**src/acs_pkg.sv**
```systemverilog
// Purpose: shared constants for the single extra conversion control block
// Assumes: 32-bit AHB-Lite register access, one word per register
// Notes:   printed offsets are register indices; byte address is four times the index
package acs_pkg;
  // register indices as printed, and the word-aligned byte addresses derived from them
  localparam logic [15:0] IDX_CTRL  = 16'h00b6;
  localparam logic [15:0] IDX_TEST  = 16'h624b;
  localparam logic [15:0] IDX_STAT  = 16'h00b7;
  localparam logic [31:0] ADDR_CTRL = {14'h0000, IDX_CTRL, 2'b00};
  localparam logic [31:0] ADDR_TEST = {14'h0000, IDX_TEST, 2'b00};
  localparam logic [31:0] ADDR_STAT = {14'h0000, IDX_STAT, 2'b00};

  // control register fields
  localparam int REF_LSB  = 6;
  localparam int DIV_LSB  = 4;
  localparam int CH_LSB   = 0;
  // test register field
  localparam int ROUTE_BIT = 0;
  // status register fields
  localparam int STAT_BUSY = 0;
  localparam int STAT_DONE = 1;

  // reset values
  localparam logic [7:0] CTRL_RST = 8'h00;
  localparam logic [7:0] TEST_RST = 8'h00;

  // decimation base rate for code 00, doubled by each code step
  localparam logic [9:0] DECIM_BASE = 10'h040;

  // effective resolution per decimation code
  localparam logic [3:0] ENOB_64  = 4'h7;
  localparam logic [3:0] ENOB_128 = 4'h9;
  localparam logic [3:0] ENOB_256 = 4'ha;
  localparam logic [3:0] ENOB_512 = 4'hc;

  // special channel codes
  localparam logic [3:0] CH_GND  = 4'hc;
  localparam logic [3:0] CH_RSVD = 4'hd;
  localparam logic [3:0] CH_TEMP = 4'he;
  localparam logic [3:0] CH_VDD3 = 4'hf;

  typedef enum logic [1:0] {
    ACS_IDLE = 2'b01,
    ACS_BUSY = 2'b10
  } acs_state_t;
endpackage

```
**src/acs_chan_decode.sv**
```systemverilog
// Purpose: turns the channel code and routing bit into registered mux selects
// Assumes: same clock and reset as the control block
// Notes:   all selects are registered so the analog mux never sees decode glitches
`timescale 1ns/100ps
`default_nettype none
module acs_chan_decode (
  input  wire logic       clock,
  input  wire logic       srst,
  input  wire logic [3:0] single_channel_select,
  input  wire logic       temp_sensor_route,
  output logic      [7:0] pos_sel_ff,
  output logic      [7:0] neg_sel_ff,
  output logic            gnd_sel_ff,
  output logic            temp_sel_ff,
  output logic            vdd3_sel_ff
);
  wire logic       is_single = ~single_channel_select[3];
  wire logic       is_diff   = single_channel_select[3] & ~single_channel_select[2];
  wire logic [7:0] nxt_pos;
  wire logic [7:0] nxt_neg;

  // single inputs take one positive leg; pairs take even leg positive, odd negative
  genvar g;
  generate
    for (g = 0; g < 8; g++) begin : g_leg
      if (g % 2 == 0) begin : g_even
        assign nxt_pos[g] = (is_single & (single_channel_select[2:0] == 3'(g)))
                          | (is_diff & (single_channel_select[1:0] == 2'(g / 2)));
        assign nxt_neg[g] = 1'b0;
      end else begin : g_odd
        assign nxt_pos[g] = is_single & (single_channel_select[2:0] == 3'(g));
        assign nxt_neg[g] = is_diff & (single_channel_select[1:0] == 2'(g / 2));
      end
    end
  endgenerate

  // reserved code 1101 selects no leg; only the routing bit can still raise temp_sel_ff
  always_ff @(posedge clock) begin
    if (srst) begin
      pos_sel_ff  <= 8'h00;
      neg_sel_ff  <= 8'h00;
      gnd_sel_ff  <= 1'b0;
      temp_sel_ff <= 1'b0;
      vdd3_sel_ff <= 1'b0;
    end else begin
      pos_sel_ff  <= nxt_pos;
      neg_sel_ff  <= nxt_neg;
      gnd_sel_ff  <= single_channel_select == acs_pkg::CH_GND;
      temp_sel_ff <= (single_channel_select == acs_pkg::CH_TEMP) | temp_sensor_route;
      vdd3_sel_ff <= single_channel_select == acs_pkg::CH_VDD3;
    end
  end

  // reserved channel code must leave every leg open
  rsvd_open_a: assert property (@(posedge clock) disable iff (srst)
    $past(single_channel_select) == acs_pkg::CH_RSVD && !$past(temp_sensor_route)
    |-> pos_sel_ff == 8'h00 && neg_sel_ff == 8'h00 && !temp_sel_ff)
    else $error("reserved channel selected an input");
endmodule
`default_nettype wire

```
**src/acs_ctrl.sv**
```systemverilog
// Purpose: register block and sequencing for one extra converter conversion
// Assumes: AHB-Lite slave, zero wait states, word accesses, OKAY only
// Notes:   the core takes start pulse and settings; busy window is timed here
//
// Implementation choice: the AHB-Lite slave port.
`timescale 1ns/100ps
`default_nettype none
module acs_ctrl #(
  parameter logic [7:0] CYC_PER_DECIM = 8'h01
) (
  input  wire logic        clock,
  input  wire logic        srst,
  input  wire logic        hsel,
  input  wire logic [31:0] haddr,
  input  wire logic [1:0]  htrans,
  input  wire logic        hwrite,
  input  wire logic [2:0]  hsize,
  input  wire logic [31:0] hwdata,
  input  wire logic        hready,
  output logic      [31:0] hrdata_ff,
  output logic             hreadyout_ff,
  output logic             hresp_ff,
  output logic      [1:0]  single_reference_select_ff,
  output logic      [1:0]  single_decimation_select_ff,
  output logic      [3:0]  single_channel_select_ff,
  output logic      [3:0]  result_bits_ff,
  output logic             temp_sensor_route_ff,
  output logic             conv_start_ff,
  output logic             conv_busy_ff,
  output logic             conv_done_ff,
  output logic      [7:0]  pos_sel_ff,
  output logic      [7:0]  neg_sel_ff,
  output logic             gnd_sel_ff,
  output logic             temp_sel_ff,
  output logic             vdd3_sel_ff
);
  // resolution for a decimation code
  function automatic logic [3:0] enob_of(input logic [1:0] code);
    case (code)
      2'b00:   enob_of = acs_pkg::ENOB_64;
      2'b01:   enob_of = acs_pkg::ENOB_128;
      2'b10:   enob_of = acs_pkg::ENOB_256;
      default: enob_of = acs_pkg::ENOB_512;
    endcase
  endfunction

  // conversion length in clocks: rate times clocks per decimation step
  function automatic logic [20:0] cycles_of(input logic [1:0] code);
    logic [12:0] rate;
    rate      = {3'b000, acs_pkg::DECIM_BASE} << code;
    // widen both factors first so a large clocks-per-step value cannot wrap the product
    cycles_of = 21'(rate) * 21'(CYC_PER_DECIM);
  endfunction

  logic [7:0]  ctrl_ff;
  logic [7:0]  test_ff;
  logic        wr_pend_ff;
  logic [31:0] wr_addr_ff;
  logic [20:0] cnt_ff;
  acs_pkg::acs_state_t state_ff;

  // address phase decode
  wire logic        acc       = hsel & hready & htrans[1];
  wire logic        rd_take   = acc & ~hwrite;
  wire logic        wr_take   = acc & hwrite;
  wire logic        wr_ctrl   = wr_pend_ff & (wr_addr_ff == acs_pkg::ADDR_CTRL);
  wire logic        wr_test   = wr_pend_ff & (wr_addr_ff == acs_pkg::ADDR_TEST);
  wire logic [7:0]  nxt_ctrl  = wr_ctrl ? hwdata[7:0] : ctrl_ff;
  // reserved test bits are never stored, so they always read back zero
  wire logic [7:0]  nxt_test  = wr_test ? {7'h00, hwdata[acs_pkg::ROUTE_BIT]} : test_ff;
  wire logic [7:0]  stat_word = {6'h00, conv_done_ff, conv_busy_ff};
  // reads see the value being written in the same edge, avoiding a stale read after write
  wire logic [31:0] rd_mux    = (haddr == acs_pkg::ADDR_CTRL) ? {24'h000000, nxt_ctrl}
                              : (haddr == acs_pkg::ADDR_TEST) ? {24'h000000, nxt_test}
                              : (haddr == acs_pkg::ADDR_STAT) ? {24'h000000, stat_word}
                              : 32'h00000000;
  wire logic [1:0]  nxt_div   = nxt_ctrl[acs_pkg::DIV_LSB +: 2];
  wire logic        last_cyc  = (state_ff == acs_pkg::ACS_BUSY) & (cnt_ff == 21'h000001);

  // bus slave: always ready, always okay, unmapped reads return zero
  always_ff @(posedge clock) begin
    if (srst) begin
      wr_pend_ff   <= 1'b0;
      wr_addr_ff   <= 32'h00000000;
      hrdata_ff    <= 32'h00000000;
      hreadyout_ff <= 1'b1;
      hresp_ff     <= 1'b0;
    end else begin
      wr_pend_ff   <= wr_take;
      wr_addr_ff   <= wr_take ? haddr : wr_addr_ff;
      hrdata_ff    <= rd_take ? rd_mux : 32'h00000000;
      hreadyout_ff <= 1'b1;
      hresp_ff     <= 1'b0;
    end
  end

  // register file; settings reach the core straight from these flops
  always_ff @(posedge clock) begin
    if (srst) begin
      ctrl_ff <= acs_pkg::CTRL_RST;
      test_ff <= acs_pkg::TEST_RST;
    end else begin
      ctrl_ff <= nxt_ctrl;
      test_ff <= nxt_test;
    end
  end

  assign single_reference_select_ff  = ctrl_ff[acs_pkg::REF_LSB +: 2];
  assign single_decimation_select_ff = ctrl_ff[acs_pkg::DIV_LSB +: 2];
  assign single_channel_select_ff    = ctrl_ff[acs_pkg::CH_LSB +: 4];
  assign temp_sensor_route_ff        = test_ff[acs_pkg::ROUTE_BIT];

  // sequencer: a control write (re)loads the timer, so a pending conversion restarts
  always_ff @(posedge clock) begin
    if (srst) begin
      state_ff       <= acs_pkg::ACS_IDLE;
      cnt_ff         <= 21'h000000;
      conv_start_ff  <= 1'b0;
      conv_busy_ff   <= 1'b0;
      conv_done_ff   <= 1'b0;
      result_bits_ff <= acs_pkg::ENOB_64;
    end else begin
      conv_start_ff <= wr_ctrl;
      if (wr_ctrl) begin
        state_ff       <= acs_pkg::ACS_BUSY;
        cnt_ff         <= cycles_of(nxt_div);
        conv_busy_ff   <= 1'b1;
        conv_done_ff   <= 1'b0;
        result_bits_ff <= enob_of(nxt_div);
      end else begin
        unique case (state_ff)
          acs_pkg::ACS_IDLE: begin
            conv_done_ff <= 1'b0;
          end
          acs_pkg::ACS_BUSY: begin
            cnt_ff <= 21'(cnt_ff - 21'h000001);
            if (last_cyc) begin
              state_ff     <= acs_pkg::ACS_IDLE;
              conv_busy_ff <= 1'b0;
              conv_done_ff <= 1'b1;
            end
          end
          default: begin
            state_ff     <= acs_pkg::ACS_IDLE;
            conv_busy_ff <= 1'b0;
            conv_done_ff <= 1'b0;
          end
        endcase
      end
    end
  end

  // channel and sensor routing selects
  acs_chan_decode u_dec (
    .clock                 (clock),
    .srst                  (srst),
    .single_channel_select (ctrl_ff[acs_pkg::CH_LSB +: 4]),
    .temp_sensor_route     (test_ff[acs_pkg::ROUTE_BIT]),
    .pos_sel_ff            (pos_sel_ff),
    .neg_sel_ff            (neg_sel_ff),
    .gnd_sel_ff            (gnd_sel_ff),
    .temp_sel_ff           (temp_sel_ff),
    .vdd3_sel_ff           (vdd3_sel_ff)
  );

  // a control write yields one start pulse two edges after its address phase
  start_once_a: assert property (@(posedge clock) disable iff (srst)
    wr_take && haddr == acs_pkg::ADDR_CTRL |-> ##2 conv_start_ff ##1 !conv_start_ff || $past(wr_ctrl))
    else $error("control write did not give one start pulse");
  // no start without a control write
  start_cause_a: assert property (@(posedge clock) disable iff (srst)
    $rose(conv_start_ff) |-> $past(wr_ctrl))
    else $error("start pulse without a control write");
  // reference field follows the written data
  ref_follow_a: assert property (@(posedge clock) disable iff (srst)
    wr_ctrl |=> single_reference_select_ff == $past(hwdata[7:6]))
    else $error("reference select did not follow write");
  // decimation field follows the written data
  div_follow_a: assert property (@(posedge clock) disable iff (srst)
    wr_ctrl |=> single_decimation_select_ff == $past(hwdata[5:4]))
    else $error("decimation select did not follow write");
  // resolution matches decimation code during a conversion
  enob_match_a: assert property (@(posedge clock) disable iff (srst)
    conv_busy_ff |-> result_bits_ff == enob_of(single_decimation_select_ff))
    else $error("resolution does not match decimation");
  // helper: busy cycles since the last start; a counter keeps long conversions cheap to check
  logic [20:0] busy_len_ff;
  wire logic [20:0] nxt_busy_len = wr_ctrl ? 21'h000000
                                 : conv_busy_ff ? 21'(busy_len_ff + 21'h000001)
                                 : busy_len_ff;

  // counter restarts with every control write, matching the reload of the timer
  always_ff @(posedge clock) begin
    if (srst) begin
      busy_len_ff <= 21'h000000;
    end else begin
      busy_len_ff <= nxt_busy_len;
    end
  end

  // a finished conversion lasted exactly its decimation rate times clocks per step
  conv_time_a: assert property (@(posedge clock) disable iff (srst)
    conv_done_ff |-> busy_len_ff == cycles_of(single_decimation_select_ff))
    else $error("conversion length does not match decimation");
  // reserved test bits read zero
  test_rsvd_a: assert property (@(posedge clock) disable iff (srst)
    test_ff[7:1] == 7'h00)
    else $error("reserved test bits not zero");
  // routing bit tracks software
  route_follow_a: assert property (@(posedge clock) disable iff (srst)
    wr_test |=> temp_sensor_route_ff == $past(hwdata[0])
    ##1 temp_sel_ff == ($past(temp_sensor_route_ff) || $past(single_channel_select_ff) == acs_pkg::CH_TEMP))
    else $error("temperature routing did not follow write");
  // a rewrite during a conversion reloads it rather than finishing the old one
  restart_a: assert property (@(posedge clock) disable iff (srst)
    wr_ctrl && conv_busy_ff |=> conv_busy_ff && !conv_done_ff)
    else $error("restart did not reload the conversion");
  // bus always answers ready and okay
  bus_okay_a: assert property (@(posedge clock) disable iff (srst)
    hreadyout_ff && !hresp_ff)
    else $error("slave stalled or answered error");
endmodule
`default_nettype wire

```
**config.mk**
```make
export PLATFORM = sky130hd
export DESIGN_NAME = acs_ctrl
export DESIGN_NICKNAME = d
export VERILOG_FILES = /design/src/acs_pkg.sv /design/src/acs_chan_decode.sv /design/src/acs_ctrl.sv
export SDC_FILE = /design/constraint.sdc
export NUM_CORES = 1
export LEC_CHECK = 0
export BUFFER_PORTS_ARGS = -buffer_cell sky130_fd_sc_hd__buf_2
export CAP_MARGIN = 20
export CORE_MARGIN = 1.5
export CORE_UTILIZATION = 40
export CTS_CLUSTER_SIZE = 28
export DETAILED_ROUTE_END_ITERATION = 12
export PLACE_DENSITY = 0.74
export SYNTH_ARGS = -nofsm -noshare
export SYNTH_HDL_FRONTEND = slang
export SYNTH_HIERARCHICAL = 1
export SYNTH_SLANG_ARGS = --single-unit
```
**constraint.sdc**
```tcl
create_clock -name clock -period 2.47 [get_ports clock]
set_input_delay 0 -clock clock [delete_from_list [all_inputs] [get_ports clock]]
set_output_delay 0 -clock clock [all_outputs]
set_load 0.01 [all_outputs]
```
==> flow_summary.ini, run 1 <==
[clock_tree]
cts_tree = done
cts_buffer_depth = 2
path_clk_slew_ps = 100
numCtsBuffers = 9
root_buffer = clkbuf_8
clock_latency_ps = 370
clock-sinks = 101
ctsHtreeMaxLevel = 3

[floorplan]
core_area_mm2 = 0.0108
die_y_um = 109
io_pins = 143
initial_utilization_pct = 41.1
rows = 38
die_area_mm2 = 0.0118
die_w_um = 109

[timing]
hold_violations = 0
timing.slew.headroom_pct = 61.3
finClkSkew_ps = 10.9
slew_viol_final = 0
setup_tns_ps = 0
tightest_slew_ps = 581
min_period_over_period_pct = 93.0
finalSetupViolations = 0
final.min_clock_period_ps = 2300
setup_slack_ps = 174
fmax_mhz = 436
rsz0062_at_grt = false

[logic_synthesis]
synth_commonest_cells = 101 x dfxtp_1, 72 x nand2_1, 48 x nor2_1
syn_inst = 505
ys_seq_elements = 101
async_flop_share_pct = 0
yosysMostFrequentCell = dfxtp_1
synth_top_area_cell = dfxtp_1
synth_edf_count = 0
yosysWarnings = 6
synth_flop_cell = dfxtp_1
syn_avg_cell_area_um2 = 8.83
synth_top_area_share_pct = 45.4
netlist_area_mm2 = 0.00446
synth.distinct_cells = 54
yosysSeqAreaShare_pct = 45.4
synth.area.top_cells = dfxtp_1 45%, nand2_1 6.1%, buf_4 5.1%

[global_route]
grt_pass1_vias = 3727
antenna_found_initial = 0
grt-ovfl-total = 0
grt_max_degree = 34
grt_use_total_pct = 19.2
grt_pass1_wl_um = 17600

[cells_and_area]
nets = 703
multi_input_area_mm2 = 0.00220
fillerInstances = 1025
syn2layout_area_growth_pct = 24.0
drive_gt1_share_pct = 21.5
seq_area_mm2 = 0.00202
num_antenna_cells = 0

[worst_setup_path]
critPathArrivalTime_ps = 2580
critPathRequiredTime_ps = 2760
crit_slowest_cell = nor4b_1
max_stage_delay_ps = 440
critPathBufInv = 2
crit_fanout = 4
worstSetupStartpointType = flip-flop
worstSetupEndpointType = flip-flop
reg2reg_slack_ps = 170
criticalPathCategory = reg -> reg
path_cells = nor4b_1, buf_4, nand2_1, o31a_1, nor2_1, buf_4, ha_1, nor2_1, a211oi_1
path_depth = 9
r2r_cells = 9
cpLargestDelayFamily = simple AND/OR/NAND/NOR gates

[pwr]
ir_drop_mv = 0.361
leakage_uw = 0.00227
power_density_mw_per_mm2 = 544
fin_total_pwr_uw = 3010

[drt]
drc_errors = 0
vias = 3895
drt-total-wl_um = 10900
drtIter0Drc = 150
wl_per_cell_um = 14.2
firstDrtPassIters = 4
ant_nets = 0
via_per_inst = 5.08

[run]
maxCapViolations = 0

[status]
status = finished, final reports clean

[hold_path]
hold_depth = 3
min_path_type = in -> reg

[placed_design]
gp_congestion = 0.822
dp_hpwl_um = 7330
post-place-ws_ps = 122
numPortBuffers = 84
## logic make-up (layout without fill, tap and decap cells)
group / count (synthesis) / after routing / synth area share (%)
simple gates: 230 / 230 / 28.7
flops: 101 / 101 / 45.4
compound gates: 83 / 83 / 12.1
buf+inv: 62 / 157 / 7.92
xor+xnor: 19 / 19 / 3.73
fa+ha+maj: 7 / 7 / 1.97
other cells: 3 / 30 / 0.253
## where the power goes
part           internal [uW]  leakage, uW  total [uW]  switching (uW)
combinational           87.4      0.00134         195             108
sequential              1640     0.000815        1650            6.97
clock                    578     0.000115        1170             590
total                   2300      0.00227        3010             705
## through the flow
step / std cells / utilization [%] / area [um^2] / hold WS (ps)
2_1_floorplan: 532 / - / 4560 / 64.6
3_3_place_gp: 718 / 45.7 / 4950 / 252
3_5_place_dp: 718 / 45.7 / 4950 / 260
4_1_cts: 766 / 50.7 / 5500 / 40.1
5_1_grt: 767 / 51.0 / 5530 / 45.1
6_report: 767 / 51.0 / 5530 / 56.7
## repair_timing
| action | in CTS | in global routing |
|---|---|---|
| resized for setup | 0 | 4 |
| hold buffers | 32 | 0 |
| endpoints found under the setup margin | 0 | 8 |
| buffers inserted | 0 | 1 |
| endpoints found under the hold margin | 32 | 0 |
## layout make-up
type	count	share of cell area [%]
repair buffers	134	15.8
well taps	140	3.17
clock inverters	7	1.79
inverters	7	0.475
flip-flops and latches	101	36.6
clock buffers	9	2.24
multi-input cells	369	39.9
## layer usage
| metal | vias to the layer above | global-route usage, % | wire, um |
|---|---|---|---|
| li1 | 1923 | - | - |
| met1 | 1816 | 24.4 | 4810 |
| met2 | 132 | 31.8 | 5160 |
| met3 | 24 | 3.38 | 573 |
| met4 | 0 | 8.74 | 311 |
| met5 | - | 0 | 0 |
## worst min-delay path, cell delays in order
cell and delay (ps):
buf_2 90, and4_1 180, o21ba_1 130
## placed cells by master, fill, tap and decap left out, types with 3 or more instances in the layout
master         netlist  layout
o31a_1              10      10
a211oi_1             4       4
buf_4               30      18
a31oi_1              3       3
and4_1               9       9
dfxtp_1            101     101
nand3_1             17      17
ha_1                 7       7
nand2b_1             5       5
dlygate4sd3_1        0      32
nor2_1              48      47
conb_1               3      30
nor4_1              13      12
nor3_1              10      10
nand2_1             72      72
o21ai_1              8       8
nand4_1              4       4
nor4b_2              1       3
or3b_1               5       5
xnor2_1              7       7
and2_1               8       8
nand3b_1             7       7
nor4_4               3       3
clkbuf_8             0       9
inv_1                7       7
buf_2                6      84
xor2_1              12      12
a21oi_1             42      42
or4_1                3       3
a211oi_2             3       3
o21ba_1              7       7
## flip-flops by register name, summed over array words and instances (netlist names), 4 cells and up
signal            cells
u_dec/pos_sel_ff      8
u_dec/neg_sel_ff      4
hrdata_ff             8
cnt_ff               21
result_bits_ff        4
wr_addr_ff           32
ctrl_ff               8
test_ff               8
## final timing paths
path,to,startpoint
setup reg to reg,cnt_ff[6]$_SDFFE_PP0P_,wr_addr_ff[10]$_SDFFE_PP0P_
setup / recovery,cnt_ff[6]$_SDFFE_PP0P_,wr_addr_ff[10]$_SDFFE_PP0P_
hold / removal,ctrl_ff[1]$_SDFF_PP0_,hwdata[1]
hold reg to reg,wr_addr_ff[30]$_SDFFE_PP0P_,wr_addr_ff[30]$_SDFFE_PP0P_
No activity file was read; power rests on OpenSTA's default activity.
==> inputs of run 2 (changes only) <==
BUFFER_PORTS_ARGS = unset   (was -buffer_cell sky130_fd_sc_hd__buf_2)
DONT_BUFFER_PORTS = 1   (was unset)
PLACE_DENSITY = unset   (was 0.74)
==> flow_summary.ini, run 2 (synthesized netlist as in run 1, its figures left out) <==
[timing]
slew_viol_final = 0
finClkSkew_ps = 13.2
setup_tns_ps = 0
fmax_mhz = 437
final.min_clock_period_ps = 2290
finalSetupViolations = 0
rsz0062_at_grt = false
min_period_over_period_pct = 92.7
tightest_slew_ps = 619
hold_violations = 0
timing.slew.headroom_pct = 58.4

[pwr]
leakage_uw = 0.00189
switching_power_uw = 678
clkPwrFrac_pct = 35.4
power_density_mw_per_mm2 = 541
seqPwrFrac_pct = 58.9
swShare_pct = 24.3
p_int_uw = 2120
comb_power_share_pct = 5.7
ir_drop_mv = 0.426

[drt]
drc_errors = 0
topRoutingLayerUsed = met4
drtIter0Drc = 165
drt-total-wl_um = 10300
via_per_inst = 5.13
wl_per_cell_um = 15.0
wl_met3_um = 715
vias = 3543
dr_wl_met2_um = 4920
firstDrtPassIters = 4
ant_nets = 0
wl_met1_um = 4590

[worst_setup_path]
r2r_cells = 8
crit_slowest_cell = nor4b_1
crit_top_cell = nor2_1
crit_fanout = 5
criticalPathCategory = reg -> reg
max_stage_delay_ps = 420
worstSetupStartpointType = flip-flop
reg2reg_slack_ps = 180
path_depth = 8
path_cells = nor4b_1, nand3_1, o31a_1, nor2_1, inv_1, ha_1, nor2_1, a211oi_2
worstSetupEndpointType = flip-flop
critPathBufInv = 1
critPathRequiredTime_ps = 2730
critPathArrivalTime_ps = 2550
cpLargestDelayFamily = simple AND/OR/NAND/NOR gates

[clock_tree]
ctsHtreeMaxLevel = 3
cts_tree = done
root_buffer = clkbuf_8
cts_buffer_depth = 2
clock_latency_ps = 380
clock-sinks = 101
path_clk_slew_ps = 100
numCtsBuffers = 9

[cells_and_area]
final_common_cell = dfxtp_1
mostFrequentLayoutCells = 101 x dfxtp_1, 72 x nand2_1, 48 x nor2_1, 42 x a21oi_1, 42 x dlygate4sd3_1
utilization_pct = 47.7
largest_reg_flops = 32
drive_gt1_share_pct = 8.53
regMostFlops = wr_addr_ff
num_antenna_cells = 0
syn2layout_area_growth_pct = 16.0
nets = 627
top_regs = wr_addr_ff x32, cnt_ff x21

[floorplan]
die_y_um = 109
initial_utilization_pct = 41.1
rows = 38
die_area_mm2 = 0.0118
core_area_mm2 = 0.0108
die_w_um = 109
io_pins = 143

[hold_path]
hold_depth = 3
min_path_type = in -> reg

[global_route]
grt_pass1_wl_um = 16900
grt_pass1_vias = 3438
antenna_found_initial = 0
grt_max_degree = 63
grt-ovfl-total = 0
grt_use_total_pct = 18.8

[run]
maxCapViolations = 0

[status]
status = finished, final reports clean

[placed_design]
gp_congestion = 0.770
numPortBuffers = 0
dp_hpwl_um = 7060
[run 2: final timing paths]
path / from / end
worst max-delay path: wr_addr_ff[11]$_SDFFE_PP0P_ / cnt_ff[8]$_SDFFE_PP0P_
worst min-delay path: srst / cnt_ff[15]$_SDFFE_PP0P_
worst max register to register: wr_addr_ff[11]$_SDFFE_PP0P_ / cnt_ff[8]$_SDFFE_PP0P_
worst min register to register: wr_addr_ff[21]$_SDFFE_PP0P_ / wr_addr_ff[21]$_SDFFE_PP0P_
[run 2: worst min-delay path: cells and delay by family]
kind | cells | cell delay (ps)
simple gates | 2 | 150
buf+inv | 1 | 220
[run 2: what timing repair did]
item                                   4_1_cts  5_1_grt
hold buffers                                43        0
setup endpoints to repair                    0        4
gates resized for setup                      0        3
endpoints found under the hold margin       80        0
buffers inserted                             0        0
[run 2: layout make-up]
type,instances,area [um^2]
fill,1058,5670
multi-input combinational,369,2200
sequential,101,2020
timing repair buffer,58,561
tap,140,175
clock buffer,11,141
clock inverter,5,42.5
inverter,7,26.3
[run 2: per-layer routing]
| layer | vias up | track usage [%] |
|---|---|---|
| met1 | 1641 | 23.9 |
| met5 | - | 0 |
| met3 | 8 | 5.61 |
| met2 | 114 | 30.0 |
| li1 | 1780 | - |
| met4 | 0 | 6.67 |
[run 2: power groups by stage]
stage	sequential, uW	clock (uW)	combinational [uW]
floorplan	1680	0	113
global placement	1680	0	80.8
detailed placement	1680	0	82.0
CTS	1650	1030	157
global route	1650	1090	175
finish	1650	990	160
[run 2: stage by stage]
| step | worst slack, ps | hold slack (ps) | total power (uW) | cells | area [um^2] |
|---|---|---|---|---|---|
| floorplan | 298 | 64.6 | 1800 | 532 | 4560 |
| global placement | 203 | 72.9 | 1760 | 632 | 4520 |
| detailed placement | 174 | 74.3 | 1770 | 632 | 4520 |
| CTS | 155 | 14.1 | 2830 | 691 | 5150 |
| global route | 2.37 | 43.4 | 2910 | 691 | 5170 |
| finish | 180 | 27.5 | 2800 | 691 | 5170 |
